<file path="src/design/perf_report_pkg.sv">
// Constants and types for the once-per-second performance report generator.
// Summary of operation
// Reports go out only in T1/J1 mode with extended-superframe framing; otherwise idle.
// Count line violations, CRC-6 errors, framing-bit errors, severe framing errors, slips.
// Violations from decoder, CRC and framing from frame processor, slips from store.
// With auto report enabled, one report per second onto the data-link bits.
// Fifteen octets: flag 01111110, SAPI with C/R, TEI, control, fixed values.
// Bit 1 of each octet first, bit 8 last; octets in ascending order.
// C/R, R, U1, U2 and loopback positions come from five control inputs.
// Sequence bits in even performance octets carry a modulo-4 report counter.
// Octets 5 to 12 are four pairs with the fixed odd and even layouts.
// Event bits encode the counts and read zero when no threshold is met.
// CRC count sets one grade bit: 1, 2-5, 6-10, 11-100, 101-319, above 320.
// Severe, framing, violation and slip flags set when at least one event occurred.
// Octets 13-14 hold a 16-bit FCS over octets 2-12; zero insertion between flags.
// Each second capture counts into newest pair, shift older pairs, clear counters.
package perf_report_pkg;

    localparam logic [7:0]  FLAG_OCTET      = 8'h7e;
    localparam logic [7:0]  SAPI_BASE       = 8'h38;
    localparam int          SAPI_CR_POS     = 1;
    localparam logic [7:0]  TEI_OCTET       = 8'h01;
    localparam logic [7:0]  CTRL_OCTET      = 8'h03;

    localparam logic [3:0]  OCT_OPEN        = 4'h1;
    localparam logic [3:0]  OCT_SAPI        = 4'h2;
    localparam logic [3:0]  OCT_TEI         = 4'h3;
    localparam logic [3:0]  OCT_CTRL        = 4'h4;
    localparam logic [3:0]  OCT_PAIR_FIRST  = 4'h5;
    localparam logic [3:0]  OCT_PAIR_LAST   = 4'hc;
    localparam logic [3:0]  OCT_FCS_LO      = 4'hd;
    localparam logic [3:0]  OCT_FCS_HI      = 4'he;
    localparam logic [3:0]  OCT_CLOSE       = 4'hf;
    localparam logic [2:0]  LAST_BIT        = 3'h7;

    localparam int          CNT_W           = 9;
    localparam logic [8:0]  CNT_MAX         = 9'h1ff;
    localparam logic [8:0]  GRADE_ONE       = 9'h001;
    localparam logic [8:0]  GRADE_TWO_MAX   = 9'h005;
    localparam logic [8:0]  GRADE_THREE_MAX = 9'h00a;
    localparam logic [8:0]  GRADE_FOUR_MAX  = 9'h064;
    localparam logic [8:0]  GRADE_FIVE_MAX  = 9'h13f;
    localparam logic [8:0]  GRADE_SIX_ABOVE = 9'h140;

    localparam logic [15:0] FCS_INIT        = 16'hffff;
    localparam logic [15:0] FCS_POLY_REV    = 16'h8408;
    localparam logic [2:0]  STUFF_RUN       = 3'h5;

    localparam int          PAIR_COUNT      = 4;
    localparam int          PAIR_W          = 12;
    localparam int          FIFO_DEPTH      = 8;

    typedef enum logic [0:0] {
        GEN_IDLE = 1'b0,
        GEN_SEND = 1'b1
    } gen_state_t;

endpackage : perf_report_pkg

</file>
<file path="src/design/t1_esf_perf_report_gen.sv">
// Performance report generator with its bit FIFO toward the data-link slot.
`timescale 1ns/1ps
`default_nettype none

module bit_fifo #(
    parameter int WIDTH = 1,
    parameter int DEPTH = 8
) (
    input  wire logic             mclk,
    input  wire logic             rstn,
    input  wire logic             inValid,
    output var  logic             inReady,
    input  wire logic [WIDTH-1:0] inData,
    output var  logic             outValid,
    input  wire logic             outReady,
    output var  logic [WIDTH-1:0] outData
);
    localparam int PW = (DEPTH > 1) ? $clog2(DEPTH) : 1;
    localparam int CW = $clog2(DEPTH + 1);
    localparam logic [CW-1:0] FULL_COUNT = CW'(DEPTH);
    localparam logic [PW-1:0] LAST_PTR   = PW'(DEPTH - 1);

    typedef struct packed {
        logic [DEPTH-1:0][WIDTH-1:0] mem;
        logic [PW-1:0]               wrPtr;
        logic [PW-1:0]               rdPtr;
        logic [CW-1:0]               count;
    } fifo_state_t;

    fifo_state_t s_q;
    fifo_state_t s_d;
    logic        doPush;
    logic        doPop;

    always_comb begin
        s_d      = s_q;
        inReady  = (s_q.count != FULL_COUNT);
        outValid = (s_q.count != '0);
        outData  = s_q.mem[s_q.rdPtr];
        doPush   = inValid && inReady;
        doPop    = outValid && outReady;
        if (doPush) begin
            s_d.mem[s_q.wrPtr] = inData;
            s_d.wrPtr = (s_q.wrPtr == LAST_PTR) ? '0 : s_q.wrPtr + PW'(1);
        end
        if (doPop) begin
            s_d.rdPtr = (s_q.rdPtr == LAST_PTR) ? '0 : s_q.rdPtr + PW'(1);
        end
        if (doPush && !doPop) begin
            s_d.count = s_q.count + CW'(1);
        end else if (doPop && !doPush) begin
            s_d.count = s_q.count - CW'(1);
        end
    end

    always_ff @(posedge mclk) begin
        if (!rstn) begin
            s_q <= '0;
        end else begin
            s_q <= s_d;
        end
    end
endmodule : bit_fifo

////////////////////////////////////////////////////////////////////////////////

module t1_esf_perf_report_gen
    import perf_report_pkg::*;
#(
    parameter int DEPTH = FIFO_DEPTH
) (
    input  wire logic mclk,
    input  wire logic rstn,
    input  wire logic secondTick,
    input  wire logic t1Mode,
    input  wire logic esfFraming,
    input  wire logic autoReportEnable,
    input  wire logic cmdRespValue,
    input  wire logic reservedPosValue,
    input  wire logic user1PosValue,
    input  wire logic user2PosValue,
    input  wire logic loopbackPosValue,
    input  wire logic lineViolation,
    input  wire logic crcError,
    input  wire logic frameBitError,
    input  wire logic severeFrameError,
    input  wire logic slipEvent,
    input  wire logic dlSlot,
    output var  logic facilityLinkBits,
    output var  logic facilityLinkValid,
    output var  logic reportBusy
);
    // Pair layout: grade[5:0] (six..one), severe, frame, violation, slip, seq[1:0].
    typedef struct packed {
        gen_state_t                       state;
        logic [3:0]                       octetIdx;
        logic [2:0]                       bitIdx;
        logic [2:0]                       onesRun;
        logic [15:0]                      fcs;
        logic [1:0]                       seqCount;
        logic [CNT_W-1:0]                 crcCount;
        logic                             violSeen;
        logic                             frameSeen;
        logic                             severeSeen;
        logic                             slipSeen;
        logic [PAIR_COUNT-1:0][PAIR_W-1:0] pairs;
        logic [PAIR_COUNT-1:0][PAIR_W-1:0] snap;
        logic                             linkBit;
        logic                             linkValid;
        logic                             busy;
    } gen_reg_t;

    gen_reg_t s_q;
    gen_reg_t s_d;

    logic       modeOk;
    logic       startReport;
    logic       pushValid;
    logic       pushReady;
    logic       pushData;
    logic       needStuff;
    logic       curBit;
    logic [7:0] curByte;
    logic       fifoValid;
    logic       fifoData;

    function automatic logic [5:0] crcGrade(input logic [CNT_W-1:0] n);
        logic [5:0] g;
        g = 6'h00;
        if (n == GRADE_ONE) begin
            g[0] = 1'b1;
        end else if (n > GRADE_ONE && n <= GRADE_TWO_MAX) begin
            g[1] = 1'b1;
        end else if (n > GRADE_TWO_MAX && n <= GRADE_THREE_MAX) begin
            g[2] = 1'b1;
        end else if (n > GRADE_THREE_MAX && n <= GRADE_FOUR_MAX) begin
            g[3] = 1'b1;
        end else if (n > GRADE_FOUR_MAX && n <= GRADE_FIVE_MAX) begin
            g[4] = 1'b1;
        end else if (n > GRADE_SIX_ABOVE) begin
            g[5] = 1'b1;
        end
        return g;
    endfunction : crcGrade

    function automatic logic [15:0] fcsStep(input logic [15:0] c, input logic b);
        logic fb;
        fb = c[0] ^ b;
        return fb ? ((c >> 1) ^ FCS_POLY_REV) : (c >> 1);
    endfunction : fcsStep

    // Odd octet, bit 8 down to 1: G3 LV G4 U1 U2 G5 SL G6; even: FE SE LB G1 R G2 Nm Ni.
    function automatic logic [7:0] pairOctet(input logic [PAIR_W-1:0] p, input logic odd,
                                             input logic r, input logic u1, input logic u2,
                                             input logic lb);
        if (odd) begin
            return {p[8], p[3], p[9], u1, u2, p[10], p[2], p[11]};
        end
        return {p[4], p[5], lb, p[6], r, p[7], p[1], p[0]};
    endfunction : pairOctet

    logic [1:0] pairSel;
    assign pairSel = 2'(({1'b0, s_q.octetIdx} - {1'b0, OCT_PAIR_FIRST}) >> 1);

    always_comb begin
        case (s_q.octetIdx)
            OCT_SAPI:   curByte = SAPI_BASE | (8'(cmdRespValue) << SAPI_CR_POS);
            OCT_TEI:    curByte = TEI_OCTET;
            OCT_CTRL:   curByte = CTRL_OCTET;
            OCT_FCS_LO: curByte = ~s_q.fcs[7:0];
            OCT_FCS_HI: curByte = ~s_q.fcs[15:8];
            OCT_OPEN,
            OCT_CLOSE:  curByte = FLAG_OCTET;
            default:    curByte = pairOctet(s_q.snap[pairSel], s_q.octetIdx[0],
                                            reservedPosValue, user1PosValue,
                                            user2PosValue, loopbackPosValue);
        endcase
    end

    ////////////////////////////////////////////////////////////////////////////

    always_comb begin
        s_d         = s_q;
        modeOk      = t1Mode && esfFraming;
        startReport = secondTick && autoReportEnable && modeOk && (s_q.state == GEN_IDLE);
        curBit      = curByte[s_q.bitIdx];
        needStuff   = (s_q.onesRun == STUFF_RUN);
        pushValid   = (s_q.state == GEN_SEND);
        pushData    = needStuff ? 1'b0 : curBit;

        // An event landing on the tick counts toward the new interval, so none is lost.
        if (secondTick) begin
            s_d.pairs      = {s_q.pairs[PAIR_COUNT-2:0],
                              {crcGrade(s_q.crcCount), s_q.severeSeen, s_q.frameSeen,
                               s_q.violSeen, s_q.slipSeen, s_q.seqCount}};
            s_d.crcCount   = crcError ? GRADE_ONE : '0;
            s_d.violSeen   = lineViolation;
            s_d.frameSeen  = frameBitError;
            s_d.severeSeen = severeFrameError;
            s_d.slipSeen   = slipEvent;
        end else begin
            if (crcError && s_q.crcCount != CNT_MAX) begin
                s_d.crcCount = s_q.crcCount + CNT_W'(1);
            end
            s_d.violSeen   = s_q.violSeen | lineViolation;
            s_d.frameSeen  = s_q.frameSeen | frameBitError;
            s_d.severeSeen = s_q.severeSeen | severeFrameError;
            s_d.slipSeen   = s_q.slipSeen | slipEvent;
        end

        if (s_q.state == GEN_SEND && pushReady) begin
            if (needStuff) begin
                s_d.onesRun = '0;
            end else begin
                if (s_q.octetIdx >= OCT_SAPI && s_q.octetIdx <= OCT_FCS_HI) begin
                    s_d.onesRun = curBit ? s_q.onesRun + 3'h1 : 3'h0;
                end
                if (s_q.octetIdx >= OCT_SAPI && s_q.octetIdx <= OCT_PAIR_LAST) begin
                    s_d.fcs = fcsStep(s_q.fcs, curBit);
                end
                s_d.bitIdx = s_q.bitIdx + 3'h1;
                if (s_q.bitIdx == LAST_BIT) begin
                    s_d.octetIdx = s_q.octetIdx + 4'h1;
                    if (s_q.octetIdx == OCT_CLOSE) begin
                        s_d.state = GEN_IDLE;
                    end
                end
            end
        end

        if (startReport) begin
            s_d.state    = GEN_SEND;
            s_d.octetIdx = OCT_OPEN;
            s_d.bitIdx   = '0;
            s_d.onesRun  = '0;
            s_d.fcs      = FCS_INIT;
            s_d.snap     = s_d.pairs;
            s_d.seqCount = s_q.seqCount + 2'h1;
        end
        if (!modeOk) begin
            s_d.state = GEN_IDLE;
        end

        // Idle slots carry marks; a report needs far less than a second of slots.
        s_d.linkValid = dlSlot && fifoValid;
        if (dlSlot) begin
            s_d.linkBit = fifoValid ? fifoData : 1'b1;
        end
        s_d.busy = (s_d.state == GEN_SEND) || fifoValid;
    end

    always_ff @(posedge mclk) begin
        if (!rstn) begin
            s_q         <= '0;
            s_q.fcs     <= FCS_INIT;
            s_q.linkBit <= 1'b1;
        end else begin
            s_q <= s_d;
        end
    end

    bit_fifo #(.WIDTH(1), .DEPTH(DEPTH)) u_fifo (
        .mclk     (mclk),
        .rstn     (rstn),
        .inValid  (pushValid),
        .inReady  (pushReady),
        .inData   (pushData),
        .outValid (fifoValid),
        .outReady (dlSlot),
        .outData  (fifoData)
    );

    assign facilityLinkBits  = s_q.linkBit;
    assign facilityLinkValid = s_q.linkValid;
    assign reportBusy        = s_q.busy;
endmodule : t1_esf_perf_report_gen

`default_nettype wire

</file>
<file path="config.mk">
export PLATFORM = sky130hd
export DESIGN_NAME = t1_esf_perf_report_gen
export DESIGN_NICKNAME = d
export VERILOG_FILES = /design/src/design/perf_report_pkg.sv /design/src/design/t1_esf_perf_report_gen.sv
export SDC_FILE = /design/constraint.sdc
export NUM_CORES = 1
export LEC_CHECK = 0
export ABC_AREA = 1
export BUFFER_PORTS_ARGS = -buffer_cell sky130_fd_sc_hd__buf_2
export CAP_MARGIN = 15
export CORE_MARGIN = 8
export CORE_UTILIZATION = 50
export CTS_CLUSTER_SIZE = 12
export DETAILED_ROUTE_END_ITERATION = 8
export GPL_ROUTABILITY_DRIVEN = 0
export GPL_TIMING_DRIVEN = 0
export PLACE_DENSITY = 0.72
export SLEW_MARGIN = 5
export SYNTH_ARGS = -nofsm -noshare
export SYNTH_HDL_FRONTEND = slang
export SYNTH_HIERARCHICAL = 1
export SYNTH_SLANG_ARGS = --single-unit
</file>
<file path="constraint.sdc">
create_clock -name mclk -period 5.3 [get_ports mclk]
set_input_delay 0.265 -clock mclk [delete_from_list [all_inputs] [get_ports mclk]]
set_output_delay 0.265 -clock mclk [all_outputs]
set_load 0.1 [all_outputs]
</file>
=== Word level (Yosys, flattened, before mapping) ===
Cells that the tools add are included.

* Reductions and logical operators: 33
* Equal/unequal tests: 15
* Magnitude comparators: 17
* Muxes and demuxes: 47
* Bitwise gates (word level): 11
* Add/sub/neg operators: 10

{| class="wikitable"
|+ Operator list
! cell !! number
|-
| 16-bit two-way mux || 3
|-
| 48-bit two-way mux || 1
|-
| 8-bit one-hot mux with 6 select lines || 1
|-
| 29-bit two-way mux || 1
|-
| 27-bit two-way mux || 1
|-
| 12-bit binary-select mux with 2-bit select || 1
|-
| 8-bit two-way mux || 3
|-
| 3-bit two-way mux || 6
|-
| 1-bit two-way mux || 17
|-
| 1-bit logical AND || 16
|-
| 8-bit NOT || 2
|-
| 13-bit two-way mux || 1
|-
| 3-bit by 1-bit adder with 3-bit output, second input constant || 4
|-
| 3-bit == test, second input constant || 4
|-
| 4-bit == test, second input constant || 3
|-
| 3-bit by 4-bit less-than comparator with 1-bit output, second input constant || 3
|-
| 12-bit two-way mux || 1
|-
| 4-bit two-way mux || 3
|-
| 5-bit two-way mux || 2
|-
| 2-bit nonzero test || 5
|-
| 9-bit by 1-bit adder with 9-bit output, second input constant || 1
|-
| 9-bit by 1-bit == test with 1-bit output, second input constant || 1
|-
| 9-bit by 1-bit greater-than comparator with 1-bit output, second input constant || 1
|-
| 9-bit by 3-bit greater-than comparator with 1-bit output, second input constant || 1
|-
| 37 further kinds || 51
|}

* Output and inout port bits: 3
* Register bits after elaboration: 159
* Word-level logic and storage cells: 167
* Input bits: 17

=== Depth between registers and ports, before layout ===
* Depth after elaboration: 16
* Mapped depth: 20
* Gate-level depth less buffers: 18

=== By module ===
Netlist, hierarchy kept.

{| class="wikitable"
|+ Modules (own cells, without submodules)
! module !! seq. area each (um^2) !! times used !! area an instance (um^2) !! cells each
|-
| t1_esf_perf_report_gen || 2822.7 || 1 || 6402.4 || 930
|-
| bit_fifo || 360.3 || 1 || 1153.6 || 170
|}

=== Worst setup path before layout ===
OpenSTA, ideal clock, no wires.

* Path kind: register to register
* From: reg s_q[136] (netlist name)
* To: reg u_fifo/s_q[12] (netlist name)
* Library setup time: 110 ps
* Period minus slack after synthesis: 2380 ps
* Setup slack: 2920 ps
* Required time: 5190 ps
* Path buffers: 2
* Cell stages (with the launch flop): 21
* Data arrival time: 2271 ps
* Path through: dfxtp_1 clkinv_1 ha_1 buf_4 inv_2 buf_4 nand2_1 nand2_1 nand2_1 nand2_1 nand2_1 nand3_1 nand2_1 nand3_1 nand3_2 nand2_2 nor2_4 inv_1 nand4_1 nand2_1 nor2_2

{| class="wikitable"
|+ RTL lines
! what !! line !! source
|-
| to (signal assigned) || t1_esf_perf_report_gen.sv:58 || <nowiki>s_q <= '0;</nowiki>
|-
| to (signal assigned) || t1_esf_perf_report_gen.sv:60 || <nowiki>s_q <= s_d;</nowiki>
|-
| to (decl) || t1_esf_perf_report_gen.sv:30 || <nowiki>fifo_state_t s_q;</nowiki>
|}

==> summary.txt <==
Status
  • Outcome: finished, final reports clean

Yosys
  • Most frequent cells after synthesis: 378 x sky130_fd_sc_hd__nand2_1, 159 x sky130_fd_sc_hd__dfxtp_1, 148 x sky130_fd_sc_hd__inv_1
  • Area leader, netlist: sky130_fd_sc_hd__dfxtp_1
  • Mean post-synth cell area: 6.869 µm²
  • Main synth FF type: sky130_fd_sc_hd__dfxtp_1
  • Net count after synthesis: 1137
  • Leading cell type by number of instances after synthesis: sky130_fd_sc_hd__nand2_1
  • Proportion of synthesized flip-flops having asynchronous set or reset: 0%
  • Synthesized flop and latch total: 159
  • Summed instance area of the synthesized netlist: 7556 µm²
  • Count of yosys warnings during synthesis: 6
  • Top-area cell type share of the netlist area: 42.13%
  • Register area share after synthesis: 42.13%
  • EDFF count, synth: 0
  • Biggest area contributors in the synthesized netlist: sky130_fd_sc_hd__dfxtp_1 42%, sky130_fd_sc_hd__nand2_1 19%, sky130_fd_sc_hd__inv_1 7.4%
  • Count of unique library cells instantiated by Yosys: 46
  • Post-Syn Instances: 1100

Drt
  • Ratio of routed vias to standard cells: 5.069
  • First DRT Iteration DRCs: 404
  • Initial DRT Pass Iterations: 5
  • Routed vias: 6787
  • Final Routed Wirelength: 18.10 mm
  • Remaining DRCs: 0
  • Final routed wire length divided by cell count: 13.52 µm
  • Antenna Violating Nets Remaining: 0

Floorplanning
  • Die outline width: 138.9 µm
  • Standard cell core area: 14980 µm²
  • Initial cell density of the core: 50.45%
  • Number of standard-cell rows in the floorplan: 45
  • Area of the die: 19300 µm²
  • Vertical extent of the die: 138.9 µm
  • I/O Pins: 20

Power and ir drop
  • Clock network fraction of design power: 39.8%
  • Reported net switching power: 0.8837 mW
  • Internal power component: 2.069 mW
  • Power density relative to cell area: 349.1 nW/µm²
  • Worst vdd rail ir drop: 357.8 µV
  • Sequential fraction of design power: 44.0%
  • Proportion of total power due to net switching: 29.92%
  • Leak: 4.185 nW
  • Part of the power in combinational logic: 16.2%

Clock network
  • Hold Buf Count CTS: 0
  • Level count of the clock H-tree: 4
  • TritonCTS clock tree: built
  • Sinks on Clock Net: 159
  • Clock tree buffer depth: 2
  • Number of gates resized after cts: 0
  • Clock-pin slew on the worst setup and hold paths: 70 ps
  • Clock tree root driver cell: sky130_fd_sc_hd__clkbuf_16
  • Skew-Pair Late Insertion Delay: 430 ps
  • CTS Buf Count: 17
  • Post-CTS Setup Repair Bufs: 0

STA
  • Slew at the pin closest to its max-slew limit: 703.4 ps
  • Final Hold Violating Endpoints: 0
  • FMAX: 328.3 MHz
  • Final Cycle Share: 57.48%
  • Worst Slack Setup Final: 2254 ps
  • Unrepaired setup endpoints after global routing: no
  • Period minus WS final: 3046 ps
  • Number of setup violations in the final report: 0
  • Total count of max-transition violations in the final report: 0
  • Worst clock skew: 10.73 ps
  • Max-slew headroom at the worst pin: 52.93%
  • Setup tns final: 0 ps

Placed design
  • Number of buffers inserted by port buffering: 19
  • Dpl hpwl: 13.14 mm
  • Worst setup timing slack at the placement stage: 2300 ps
  • Total instance count after detailed placement: 1307

Finish
  • Count of non-filler cells in the finished layout: 1339
  • Area Growth Syn to Fin: 11.96%
  • Antenna Diode Count: 0
  • Share of final-layout standard cells stronger than drive strength 1: 9.383%
  • Filler cell count in the final layout: 1454
  • Net total in the final layout: 1175

Job
  • Max-cap violation count: 0

Global routing
  • Number of global-route vias before repair: 6298
  • Global Route Usage Sum: 19.35%
  • Pin count of the biggest net entering global routing: 17
  • Congestion Overflow GR: 0
  • First-pass GRT wire length: 30.68 mm
  • Initial antenna violation count: 0

Critical path
  • FF-to-FF End: u_fifo/s_q[15]
  • Critical Path AT: 3410 ps
  • Critical Path Start Type: register
  • End point of the critical path: u_fifo/s_q[15]
  • Worst-path fanout max: 11
  • Required time worst endpoint: 5670 ps
  • Worst flop-to-flop path startpoint: s_q[136]
  • Worst-case register-to-register setup slack: 2250 ps
  • Crit path kind: register to register
  • Critical Path Sink Type: register
  • Crit path launch: s_q[136]
  • Path depth of the worst reg2reg path: 18

Hold path
  • Min-Delay Path Class: input pin to register
[layer usage]
layer | wire length [µm] | vias to the layer above | GRT usage, %
li1 | - | 3539 | -
met1 | 8810 | 3080 | 25.39
met2 | 8340 | 149 | 31.54
met3 | 738 | 19 | 4.062
met4 | 214 | 0 | 5.315
met5 | 0 | - | 0
[cell type report]
cell class / instances / area (µm²) / share of cell area (%)
buffer: 44 / 217.7 / 2.574
clock inverter: 10 / 78.83 / 0.9318
multi-input combinational: 736 / 3551 / 41.98
tap: 188 / 235.2 / 2.781
clock buffer: 22 / 494.2 / 5.842
sequential: 159 / 3183 / 37.63
timing repair buffer: 19 / 95.09 / 1.124
inverter: 161 / 604.3 / 7.144
[per-stage QoR]
stage / util (%) / power [mW] / area [µm²] / hold slack (ps)
global placement: 52.66 / 1.796 / 7886 / 440.2
floorplan: - / 1.695 / 7556 / 382.4
global route: 56.48 / 3.090 / 8459 / 40.76
finish: 56.48 / 2.953 / 8459 / 40.31
CTS: 56.48 / 2.969 / 8459 / 31.73
detailed placement: 52.66 / 1.802 / 7886 / 451.5
[state kept, by name, indices dropped and copies added (netlist names)]
register and cells:
pushValid 1, facilityLinkValid 1, s_q 137, reportBusy 1, facilityLinkBits 1, u_fifo/s_q 18
[placed cells by master, fill, tap and decap left out, types with 8 or more instances in the layout]
cell type	n
sky130_fd_sc_hd__a21oi_1	43
sky130_fd_sc_hd__a22oi_1	35
sky130_fd_sc_hd__buf_1	9
sky130_fd_sc_hd__buf_2	31
sky130_fd_sc_hd__clkbuf_1	15
sky130_fd_sc_hd__clkbuf_16	17
sky130_fd_sc_hd__dfxtp_1	159
sky130_fd_sc_hd__ha_1	19
sky130_fd_sc_hd__inv_1	148
sky130_fd_sc_hd__inv_2	10
sky130_fd_sc_hd__nand2_1	378
sky130_fd_sc_hd__nand3_1	54
sky130_fd_sc_hd__nand3_2	8
sky130_fd_sc_hd__nand4_1	9
sky130_fd_sc_hd__nor2_1	84
sky130_fd_sc_hd__nor3_1	14
sky130_fd_sc_hd__o21ai_0	37
[cell families (layout without fill, tap and decap cells)]
group	after synthesis	count (layout)	share of synthesized area (%)
simple gates	573	573	32.04
buf+inv	205	256	10.88
flops	159	159	42.13
compound gates	138	138	10.96
fa+ha+maj	20	20	3.411
xor+xnor	5	5	0.5795
[worst min path at each step]
stage	startpoint	end	slack (ps)	depth (start not counted)
global route	frameBitError	s_q[101]	40	3
CTS	frameBitError	s_q[101]	30	3
finish	severeFrameError	s_q[100]	40	3
global placement	s_q[14]	s_q[14]	440	2
floorplan	severeFrameError	s_q[100]	380	2
detailed placement	s_q[3]	s_q[3]	450	2
[power groups by stage]
stage               Combinational (mW)  Sequential (mW)  Clock (mW)
global route                     0.537             1.31        1.25
global placement                 0.473             1.32           0
detailed placement               0.476             1.33           0
CTS                              0.481             1.30        1.19
finish                           0.479             1.30        1.17
floorplan                        0.312             1.38           0
[worst max-delay path: stages, from the launching register on]
cell and delay (ps):
sky130_fd_sc_hd__dfxtp_1 460, sky130_fd_sc_hd__clkinv_1 320, sky130_fd_sc_hd__ha_1 390, sky130_fd_sc_hd__buf_4 180, sky130_fd_sc_hd__buf_2 280, sky130_fd_sc_hd__nor2_1 80
sky130_fd_sc_hd__nor2_1 150, sky130_fd_sc_hd__nand2_1 70, sky130_fd_sc_hd__nand3_1 70, sky130_fd_sc_hd__nand3_1 90, sky130_fd_sc_hd__nand2_1 70, sky130_fd_sc_hd__nand3_1 80
sky130_fd_sc_hd__nand3_2 120, sky130_fd_sc_hd__nand2_2 100, sky130_fd_sc_hd__nor2_4 140, sky130_fd_sc_hd__inv_1 130, sky130_fd_sc_hd__nand4_1 110, sky130_fd_sc_hd__nand2_1 60
sky130_fd_sc_hd__nor2_1 90
No activity file was read; power rests on OpenSTA's default activity.
